<file path="src/verilog/adjuster_pkg.sv">
package adjuster_pkg;
    // Pulse and wait times in their own units
    localparam int unsigned CLOCK_MHZ = 200;
    localparam int unsigned STEP_PULSE_US = 200;
    localparam int unsigned GAP_US = 10;
    localparam int unsigned PROG_PULSE_US = 300;
    localparam int unsigned PROG_TIME_MS = 100;
    localparam int unsigned RELOAD_US = 1000;
    // Derived cycle counts (least times, rounded up)
    localparam int unsigned STEP_CYCLES = STEP_PULSE_US * CLOCK_MHZ;
    localparam int unsigned GAP_CYCLES = GAP_US * CLOCK_MHZ;
    localparam int unsigned PROG_CYCLES = PROG_PULSE_US * CLOCK_MHZ;
    localparam int unsigned PROG_WAIT_CYCLES = PROG_TIME_MS * 1000 * CLOCK_MHZ;
    localparam int unsigned RELOAD_CYCLES = RELOAD_US * CLOCK_MHZ;
    localparam int unsigned CNT_W = 25;
    // Setting range
    localparam logic [7:0] SETTING_MIN = 8'h01;
    localparam logic [7:0] SETTING_MAX = 8'h80;
    // Control line drive codes
    localparam logic [1:0] LINE_MID = 2'h0;
    localparam logic [1:0] LINE_HIGH = 2'h1;
    localparam logic [1:0] LINE_LOW = 2'h2;
    localparam logic [1:0] LINE_PROG = 2'h3;
    // Commands
    localparam logic [2:0] CMD_UP = 3'h0;
    localparam logic [2:0] CMD_DOWN = 3'h1;
    localparam logic [2:0] CMD_STORE = 3'h2;
    localparam logic [2:0] CMD_RELOAD = 3'h3;
    localparam logic [2:0] CMD_PRIME = 3'h4;
    localparam logic [2:0] CMD_LOCK = 3'h5;
endpackage

</file>
<file path="src/verilog/cycle_timer.sv">
`timescale 1ns/1ps
module cycle_timer import adjuster_pkg::*; #(
    parameter int unsigned WIDTH = CNT_W
) (
    input wire logic i_clock,
    input wire logic i_reset_n,
    input wire logic i_load,
    input wire logic [WIDTH-1:0] i_count,
    output logic o_done
);
    logic [WIDTH-1:0] count_q;
    logic [WIDTH-1:0] count_d;
    logic done_q;
    logic done_d;

    always_comb begin
        count_d = count_q;
        done_d = 1'b0;
        if (i_load) begin
            count_d = i_count;
        end else if (count_q != '0) begin
            count_d = count_q - 1'b1;
            done_d = (count_q == {{(WIDTH-1){1'b0}}, 1'b1});
        end
    end

    always_ff @(posedge i_clock or negedge i_reset_n) begin
        if (!i_reset_n) begin
            count_q <= '0;
            done_q <= 1'b0;
        end else begin
            count_q <= count_d;
            done_q <= done_d;
        end
    end

    assign o_done = done_q;
endmodule

</file>
<file path="src/verilog/setting_adjuster_host.sv">
`timescale 1ns/1ps
// How it works
// Steps and stores are issued only while the enable pin is driven high.
// An up step drives the line from mid to high for the step pulse time.
// A down step drives the line from mid to low for the step pulse time.
// The tracked setting saturates at 1 and 128 and ends never wrap.
// A store holds the line at programming level beyond the least hold time.
// After a store the host waits the full programming time before more.
// The stored copy takes the tracked setting when a store is issued.
// A reload drops enable low so the device reloads its stored setting.
// Between actions the line is released to rest at mid level.
// Every pulse lasts far longer than the rejection width.
// A prime command gives one dummy pulse the device drops after power-up.
// The enable pin is held low whenever the host is idle-locked.
// Enable is driven low from reset, the device's own safe default.
// A lock command grounds enable before supplies may be removed.
// Power-down is allowed only once the programming wait has passed; pdok_q resets to 1, so it is also allowed from reset before any store.
// The tracked setting is kept within 1 to 128 inclusive.
// The line returns to mid for a gap time after every step pulse; a store is followed by the programming wait.
module setting_adjuster_host import adjuster_pkg::*; #(
    parameter int unsigned STEP_COUNT = STEP_CYCLES,
    parameter int unsigned GAP_COUNT = GAP_CYCLES,
    parameter int unsigned PROG_COUNT = PROG_CYCLES,
    parameter int unsigned PROG_WAIT_COUNT = PROG_WAIT_CYCLES,
    parameter int unsigned RELOAD_COUNT = RELOAD_CYCLES
) (
    input wire logic i_clock,
    input wire logic i_reset_n,
    input wire logic i_cmd_valid,
    input wire logic [2:0] i_cmd,
    input wire logic [7:0] i_initial_setting,
    output logic o_cmd_ready,
    output logic [1:0] o_control_line,
    output logic o_control_line_oe_n,
    output logic o_enable,
    output logic [7:0] o_setting,
    output logic [7:0] o_stored_setting,
    output logic o_power_down_ok
);
    typedef enum logic [5:0] {
        ST_IDLE = 6'h01,
        ST_PULSE = 6'h02,
        ST_GAP = 6'h04,
        ST_PROG = 6'h08,
        ST_WAIT = 6'h10,
        ST_RELOAD = 6'h20
    } state_e;

    state_e state_q;
    state_e state_d;
    logic [1:0] line_q;
    logic [1:0] line_d;
    logic oe_n_q;
    logic oe_n_d;
    logic enable_q;
    logic enable_d;
    logic [7:0] setting_q;
    logic [7:0] setting_d;
    logic [7:0] stored_q;
    logic [7:0] stored_d;
    logic ready_q;
    logic ready_d;
    logic pdok_q;
    logic pdok_d;
    logic seeded_q;
    logic seeded_d;
    logic load;
    logic [CNT_W-1:0] load_count;
    logic done;

    cycle_timer #(.WIDTH(CNT_W)) u_timer (
        .i_clock(i_clock),
        .i_reset_n(i_reset_n),
        .i_load(load),
        .i_count(load_count),
        .o_done(done)
    );

    always_comb begin
        state_d = state_q;
        line_d = line_q;
        oe_n_d = oe_n_q;
        enable_d = enable_q;
        setting_d = setting_q;
        stored_d = stored_q;
        ready_d = ready_q;
        pdok_d = pdok_q;
        seeded_d = seeded_q;
        load = 1'b0;
        load_count = '0;
        if (!seeded_q) begin
            seeded_d = 1'b1;
            // Clamp seed
            if (i_initial_setting < SETTING_MIN) begin
                setting_d = SETTING_MIN;
            end else if (i_initial_setting > SETTING_MAX) begin
                setting_d = SETTING_MAX;
            end else begin
                setting_d = i_initial_setting;
            end
            stored_d = setting_d;
            ready_d = 1'b1;
        end else begin
            case (state_q)
                ST_IDLE: begin
                    if (i_cmd_valid && ready_q) begin
                        ready_d = 1'b0;
                        case (i_cmd)
                            CMD_UP, CMD_DOWN, CMD_PRIME: begin
                                // Enable for steps
                                enable_d = 1'b1;
                                oe_n_d = 1'b0;
                                // Mid to high
                                line_d = LINE_HIGH;
                                if (i_cmd == CMD_DOWN) begin
                                    // Mid to low
                                    line_d = LINE_LOW;
                                end
                                // Saturating track
                                if (i_cmd == CMD_UP &&
                                        setting_q != SETTING_MAX) begin
                                    setting_d = setting_q + 8'h01;
                                end else if (i_cmd == CMD_DOWN &&
                                        setting_q != SETTING_MIN) begin
                                    setting_d = setting_q - 8'h01;
                                end
                                // Long pulse
                                load = 1'b1;
                                load_count = CNT_W'(STEP_COUNT);
                                state_d = ST_PULSE;
                            end
                            CMD_STORE: begin
                                enable_d = 1'b1;
                                oe_n_d = 1'b0;
                                // Programming level
                                line_d = LINE_PROG;
                                // Capture setting
                                stored_d = setting_q;
                                pdok_d = 1'b0;
                                load = 1'b1;
                                load_count = CNT_W'(PROG_COUNT);
                                state_d = ST_PROG;
                            end
                            CMD_RELOAD: begin
                                // Enable low reloads
                                enable_d = 1'b0;
                                setting_d = stored_q;
                                load = 1'b1;
                                load_count = CNT_W'(RELOAD_COUNT);
                                state_d = ST_RELOAD;
                            end
                            default: begin
                                // Ground enable
                                enable_d = 1'b0;
                                // Dropping enable reloads the device
                                setting_d = stored_q;
                                ready_d = 1'b1;
                            end
                        endcase
                    end
                end
                ST_PULSE: begin
                    if (done) begin
                        // Back to mid
                        line_d = LINE_MID;
                        load = 1'b1;
                        load_count = CNT_W'(GAP_COUNT);
                        state_d = ST_GAP;
                    end
                end
                ST_GAP: begin
                    if (done) begin
                        // Release to float
                        oe_n_d = 1'b1;
                        ready_d = 1'b1;
                        state_d = ST_IDLE;
                    end
                end
                ST_PROG: begin
                    if (done) begin
                        line_d = LINE_MID;
                        oe_n_d = 1'b1;
                        // Programming wait
                        load = 1'b1;
                        load_count = CNT_W'(PROG_WAIT_COUNT);
                        state_d = ST_WAIT;
                    end
                end
                ST_WAIT: begin
                    if (done) begin
                        // Power-down allowed
                        pdok_d = 1'b1;
                        ready_d = 1'b1;
                        state_d = ST_IDLE;
                    end
                end
                ST_RELOAD: begin
                    if (done) begin
                        ready_d = 1'b1;
                        state_d = ST_IDLE;
                    end
                end
                default: begin
                    state_d = ST_IDLE;
                end
            endcase
        end
    end

    // Prime pulse is sent but not counted, shown by no setting change
    // Enable only rises inside a command; reset and lock keep it low
    // Safe default from reset
    always_ff @(posedge i_clock or negedge i_reset_n) begin
        if (!i_reset_n) begin
            state_q <= ST_IDLE;
            line_q <= LINE_MID;
            oe_n_q <= 1'b1;
            enable_q <= 1'b0;
            setting_q <= SETTING_MIN;
            stored_q <= SETTING_MIN;
            ready_q <= 1'b0;
            pdok_q <= 1'b1;
            seeded_q <= 1'b0;
        end else begin
            state_q <= state_d;
            line_q <= line_d;
            oe_n_q <= oe_n_d;
            enable_q <= enable_d;
            setting_q <= setting_d;
            stored_q <= stored_d;
            ready_q <= ready_d;
            pdok_q <= pdok_d;
            seeded_q <= seeded_d;
        end
    end

    assign o_cmd_ready = ready_q;
    assign o_control_line = line_q;
    assign o_control_line_oe_n = oe_n_q;
    assign o_enable = enable_q;
    assign o_setting = setting_q;
    assign o_stored_setting = stored_q;
    assign o_power_down_ok = pdok_q;
endmodule

</file>
<file path="config.mk">
export PLATFORM = sky130hd
export DESIGN_NAME = setting_adjuster_host
export DESIGN_NICKNAME = d
export VERILOG_FILES = /design/src/verilog/adjuster_pkg.sv /design/src/verilog/cycle_timer.sv /design/src/verilog/setting_adjuster_host.sv
export SDC_FILE = /design/constraint.sdc
export NUM_CORES = 1
export LEC_CHECK = 0
export BUFFER_PORTS_ARGS = -buffer_cell sky130_fd_sc_hd__buf_2
export CORE_MARGIN = 2
export CORE_UTILIZATION = 33
export CTS_CLUSTER_SIZE = 28
export DETAILED_ROUTE_END_ITERATION = 6
export SYNTH_ARGS = -nofsm -noshare
export SYNTH_HDL_FRONTEND = slang
export SYNTH_SLANG_ARGS = --single-unit
</file>
<file path="constraint.sdc">
create_clock -name i_clock -period 4.2 [get_ports i_clock]
set_input_delay 0.84 -clock i_clock [delete_from_list [all_inputs] [get_ports i_clock]]
set_output_delay 0.84 -clock i_clock [all_outputs]
set_load 0.05 [all_outputs]
</file>
Yosys cells after proc, flatten, opt, wreduce, memory -nomap -nowiden
Cells that the tools add are included.
- word-level logic and storage cells: 121
- flip-flop bits (word level): 55
- output and inout port bits: 22
- input bits: 14
- eq/ne operators: 32
- reduce and logical (&&, ||, !) cells: 23
- muxes and demuxes: 50
- $add $sub $neg: 3
- $lt $le $gt $ge: 2
- operators with widths (operator ; number):
    25-bit 2-to-1 mux ; 4
    8-bit 2-to-1 mux ; 11
    25-bit one-hot mux with 3 select lines ; 1
    18-bit one-hot mux with 3 select lines ; 1
    25-bit by 1-bit == test with 1-bit output (second input constant) ; 1
    25-bit nonzero test ; 1
    25-bit by 1-bit subtractor with 25-bit output (second input constant) ; 1
    6-bit 2-to-1 mux ; 4
    6-bit one-hot mux with 4 select lines ; 1
    2-bit by 1-bit != test with 1-bit output (second input constant) ; 10
    18-bit 2-to-1 mux ; 1
    6-bit one-hot mux with 3 select lines ; 1
    8-bit one-hot mux with 2 select lines ; 1
    1-bit 2-to-1 mux ; 15
    5-bit AND reduction ; 3
    11-bit 2-to-1 mux ; 1
    3-bit AND reduction ; 3
    8-bit by 1-bit adder with 8-bit output (second input constant) ; 1
    8-bit greater-than comparator (second input constant) ; 1
    8-bit by 1-bit less-than comparator with 1-bit output (second input constant) ; 1
    8-bit by 1-bit != test with 1-bit output (second input constant) ; 1
    8-bit != test (second input constant) ; 1
    1-bit one-hot mux with 2 select lines ; 4
    2-bit one-hot mux with 2 select lines ; 2
    26 further kinds ; 39

Depth between registers and ports, before layout
- depth after elaboration: 8
- depth in mapped cells: 8
- gate-level depth less buffers: 7

Hierarchy
Synthesis repeated with hierarchy kept, for this count alone.
- cell total of the unflattened synthesis: 434
- area, all modules: 3753.6 µm²
- by module, submodules not included (module ; seq. area each (µm²) ; area an instance (µm²) ; cells each ; times used):
    setting_adjuster_host ; 732.0 ; 2154.6 ; 257 ; 1
    cycle_timer ; 650.6 ; 1599.0 ; 177 ; 1

Worst setup path before layout
No wires, ideal clock.
- path type: register to register
- start point: register setting_q[0] (netlist: o_setting[0])
- end point: register setting_q[1] (netlist: o_setting[1])
- path buffers: 1
- setup time: 0.122 ns
- data arrival time: 2.509 ns
- period minus slack after synthesis: 2.631 ns
- stages on the path, launching flop included: 9
- slack: 1.569 ns
- data required time: 4.078 ns
- cells stage by stage: dfstp_2 -> clkbuf_1 -> inv_1 -> ha_1 -> and3b_1 -> a21oi_1 -> xnor2_1 -> a211o_1 -> a32o_1
- word-level cells in the longest chain between the ends: 7
- elaborated cells on any way between the ends: 14
- those cells by class: 2 x add/sub; 3 x eq/ne; 6 x mux; 3 x reduce/logical
- RTL lines (item ; line ; text):
    start: declaration ; setting_adjuster_host.sv:57 ; logic [7:0] setting_q;
    start signal: assignment ; setting_adjuster_host.sv:229 ; setting_q <= setting_d;
    8-bit by 1-bit subtractor with 8-bit output / 8-bit != test (equally long branches) ; setting_adjuster_host.sv:125, setting_adjuster_host.sv:121 ;
    8-bit 2-to-1 mux / 1-bit logical AND (equally long branches) ; setting_adjuster_host.sv:123, setting_adjuster_host.sv:120 ;
    8-bit 2-to-1 mux ; setting_adjuster_host.sv:120 ; if (i_cmd == CMD_UP &&
    8-bit one-hot mux with 2 select lines ; setting_adjuster_host.sv:108 ; case (i_cmd)
    8-bit 2-to-1 mux ; setting_adjuster_host.sv:106 ; if (i_cmd_valid && ready_q) begin
    8-bit 2-to-1 mux ; setting_adjuster_host.sv:104 ; case (state_q)
    8-bit 2-to-1 mux ; setting_adjuster_host.sv:91 ; if (!seeded_q) begin
Several ways; a longest one is shown, not always the timed one. The select of a mux whose other input is x is not followed.
A chain may end at the register's enable or synchronous reset.

Worst setup path in the final report
- start point: register state_q[2]
- end point: register line_q[1] (netlist: o_control_line[1])
- word-level cells in the longest chain between the ends: 4
- elaborated cells on any way between the ends: 10
- those cells by class: 6 x eq/ne; 1 x mux; 3 x reduce/logical
- RTL lines (item ; line ; text):
    start: declaration ; setting_adjuster_host.sv:49 ; state_e state_q;
    start signal: assignment ; setting_adjuster_host.sv:225 ; state_q <= state_d;
    6-bit by 4-bit == test with 1-bit output / 6-bit by 2-bit == test with 1-bit output (equally long branches) ; setting_adjuster_host.sv:104 ;
    2-bit OR reduction (no source line) ; - ;
    2-bit by 1-bit != test with 1-bit output (no source line) / 2-bit nonzero test (equally long branches) ; - ;
    5-bit AND reduction (no source line) ; - ;
    end signal: assignment ; setting_adjuster_host.sv:226 ; line_q <= line_d;
    end: declaration ; setting_adjuster_host.sv:51 ; logic [1:0] line_q;
Several ways; a longest one is shown, not always the timed one.

==> out/results.tsv <==
stage	metric	value	unit
yosys	Synth Cell Area	0.003592	mm²
finish	Layout Utilization	37.09	%
route	vias	3375	
finish	# nets final	455	
worst_setup_path	Worst setup SP type	register	
yosys	most common library cells after synthesis	50 x dfrtp_1, 40 x nor2_1, 30 x a21oi_1	
yosys	Yosys top cell area share	34.83	%
finish	# diodes	0	
route	first drt pass iteration count	5	
clock_tree	Clock Sink Count	55	
worst_setup_path	Worst setup EP type	register	
placement	global placer's final weighted congestion	0.8941	
yosys	synthesized area per cell	8.719	µm²
clock_tree	Root Driver	clkbuf_8	
floorplan	Die Height	108.3	µm
worst_setup_path	CP Class	reg -> reg	
floorplan	Initial Util	33.43	%
power	PwrDens	617.2	mW/mm²
floorplan	# rows	38	
yosys	Most used DFF post-synth	dfrtp_1	
yosys	Post-synth EDFFs	0	
power	maximum VDD drop	0.2339	mV
placement	# port buffers	35	
worst_hold_path	worst hold path class	reg -> reg	
timing	TNS Setup	0	ns
yosys	Synth Instances	412	
yosys	synth warn	0	
clock_tree	htree depth	2	
timing	Slew Limit Fails	0	
worst_hold_path	HP Start	o_enable	
finish	Area Overhead vs Synth	10.94	%
floorplan	Ports	36	
floorplan	Die Area	0.01174	mm²
flow_run	max-cap violations	0	
yosys	largest area contributor in the netlist	dfrtp_1	
worst_setup_path	WP data required	4.40	ns
route	post-DR wirelength/cell	17.42	µm
global_route	initial antenna violation count	0	
timing	final setup fails	0	
finish	fraction of layout cells with a size suffix above 1	15.17	%
global_route	largest net degree at the start of global routing	29	
worst_setup_path	worst-path fanout max	17	
global_route	Overflow after GRT	0	
timing	crit path time final	2.886	ns
yosys	sequential element share of the synthesized area	38.49	%
clock_tree	clock slew at reported path FFs	0.11	ns
yosys	synth unique cells	70	
floorplan	chip width	108.3	µm
route	antenna-violating nets left	0	
worst_hold_path	Hold Crit Endpoint	o_enable	
outcome	outcome	completed	
yosys	asr flop ratio synth	100.0	%
timing	fmax	0.3465	GHz
global_route	GRT Total Usage	17.42	%
route	DRC	0	
yosys	#FFs+latches synth	55	
clock_tree	Skew-Pair Late Insertion Delay	0.32	ns
yosys	count leader, synth	dfrtp_1	
timing	Tcrit/Tclk final	68.71	%
route	final wirelength	10020	µm
timing	RSZ-0062 raised after global routing	false	
timing	Worst Skew	0.01924	ns
clock_tree	total CTS buffers	5	
floorplan	area of the core	0.01075	mm²
timing	Slew headroom	26.60	%
worst_setup_path	flop2flop setup slack	1.31	ns
global_route	first-pass GRT wire length	16150	µm
route	vias per cell	5.870	
clock_tree	CTS tree	built	
clock_tree	post-CTS sizing	0	
placement	hpwl dp	7171	µm
route	DRT iter0 DRCs	247	
timing	final hold slack	0.4870	ns
worst_setup_path	Worst R2R End	o_control_line[1]	
global_route	vias in the first global route	3094	
worst_setup_path	path depth of the worst reg2reg path	5	
clock_tree	clock tree buffer depth	2	
finish	FILL cells	1145	
timing	Slew @ Worst Pin	1.097	ns
worst_hold_path	Hold Path Cell Cnt	2	
clock_tree	Post-CTS Setup Inserts	0	
power	Static Leak	1.641	nW
yosys	top cells by area, synth	dfrtp_1 35%, a21oi_1 4.2%, nor2_1 4.2%, dfstp_2 3.7%, xnor2_1 2.9%	
yosys	Synth Net Count	433	
clock_tree	hold_buf cts	0	
worst_setup_path	crit path DAT	3.08	ns
timing	final hold violation count	0	
worst_setup_path	FF-to-FF Start	state_q[2]	
==> worst max path at each step <==
stage / cells past startpoint / slack, ns / to / start
after floorplan: 8 / 1.57 / o_setting[1] / o_setting[0]
after global placement: 6 / 1.36 / o_control_line[1] / i_cmd[1]
after detailed placement: 6 / 1.26 / u_timer.count_q[14] / i_cmd[1]
after CTS: 5 / 1.32 / o_control_line[1] / state_q[2]
after global routing: 5 / 1.10 / o_control_line[1] / state_q[2]
final: 5 / 1.31 / o_control_line[1] / state_q[2]
==> sequential cells by signal, indices dropped and copies added (netlist names) <==
name and count:
state_q 6, seeded_q 1, u_timer.count_q 25, o_setting 8
o_cmd_ready 1, u_timer.o_done 1, o_control_line 2, o_enable 1
o_power_down_ok 1, o_stored_setting 8, o_control_line_oe_n 1
==> critical path, cell delays in order, from the launching register on <==
cell,delay (ns)
dfrtp_1,0.50
or3_1,0.43
nor4_1,0.65
nor2_1,0.46
nor2_1,0.35
mux2_2,0.37
==> final cells by class <==
class	count	area, µm²	share of cell area [%]
clock buffers	5	68.82	1.727
clock inverters	3	47.55	1.193
inverters	13	48.80	1.224
multi-input cells	321	2064	51.81
flip-flops and latches	55	1383	34.69
well taps	140	175.2	4.396
repair buffers	38	197.7	4.961
==> layer usage <==
| layer | part of all wire [%] | GRT usage, % |
|---|---|---|
| met1 | 46 | 24.88 |
| met2 | 46 | 27.63 |
| met3 | 6.4 | 2.954 |
| met4 | 1.1 | 3.938 |
| met5 | 0 | 0 |
==> cells by family after synthesis <==
family	count (synthesis)	synth area share, %
simple gates	180	28.35
compound gates	113	21.53
flops	55	38.49
buf+inv	36	4.040
xor+xnor	16	3.901
fa+ha+maj	7	2.438
mux	4	1.149
other cells	1	0.1044
==> power breakdown <==
group          switching [mW]  internal (mW)  leakage, nW
registers               0.257          0.710        0.674
clock network           0.197          0.181       0.0587
logic                   0.710          0.405        0.909
total                    1.16           1.30         1.64
==> per-stage QoR <==
step                      instance area, µm²  instances  setup slack (ns)  total power [mW]
after global placement                  3869        567             1.359             2.061
final                                   3985        575             1.314             2.460
after CTS                               3985        575             1.316             2.462
after detailed placement                3869        567             1.261             2.077
after global routing                    3985        575             1.099             2.644
after floorplan                         3592        412             1.569             1.785
==> cell usage in the layout, fill, tap and decap left out, drive strengths merged, types with 5 or more instances in the layout <==
cell type  count
xnor2         12
a22oi          5
dfrtp         50
nand3         16
o211ai         6
a21oi         31
o31ai          5
or3           10
and2           6
inv           14
buf           38
nor2          40
o21ai         13
nand2         26
nand4          9
dfstp          5
or4            7
clkbuf         5
nor3b          5
nor4b          5
a211oi         6
nor4          10
nor3          20
ha             7
a21o           6
Power figures use the tool's default switching activity.
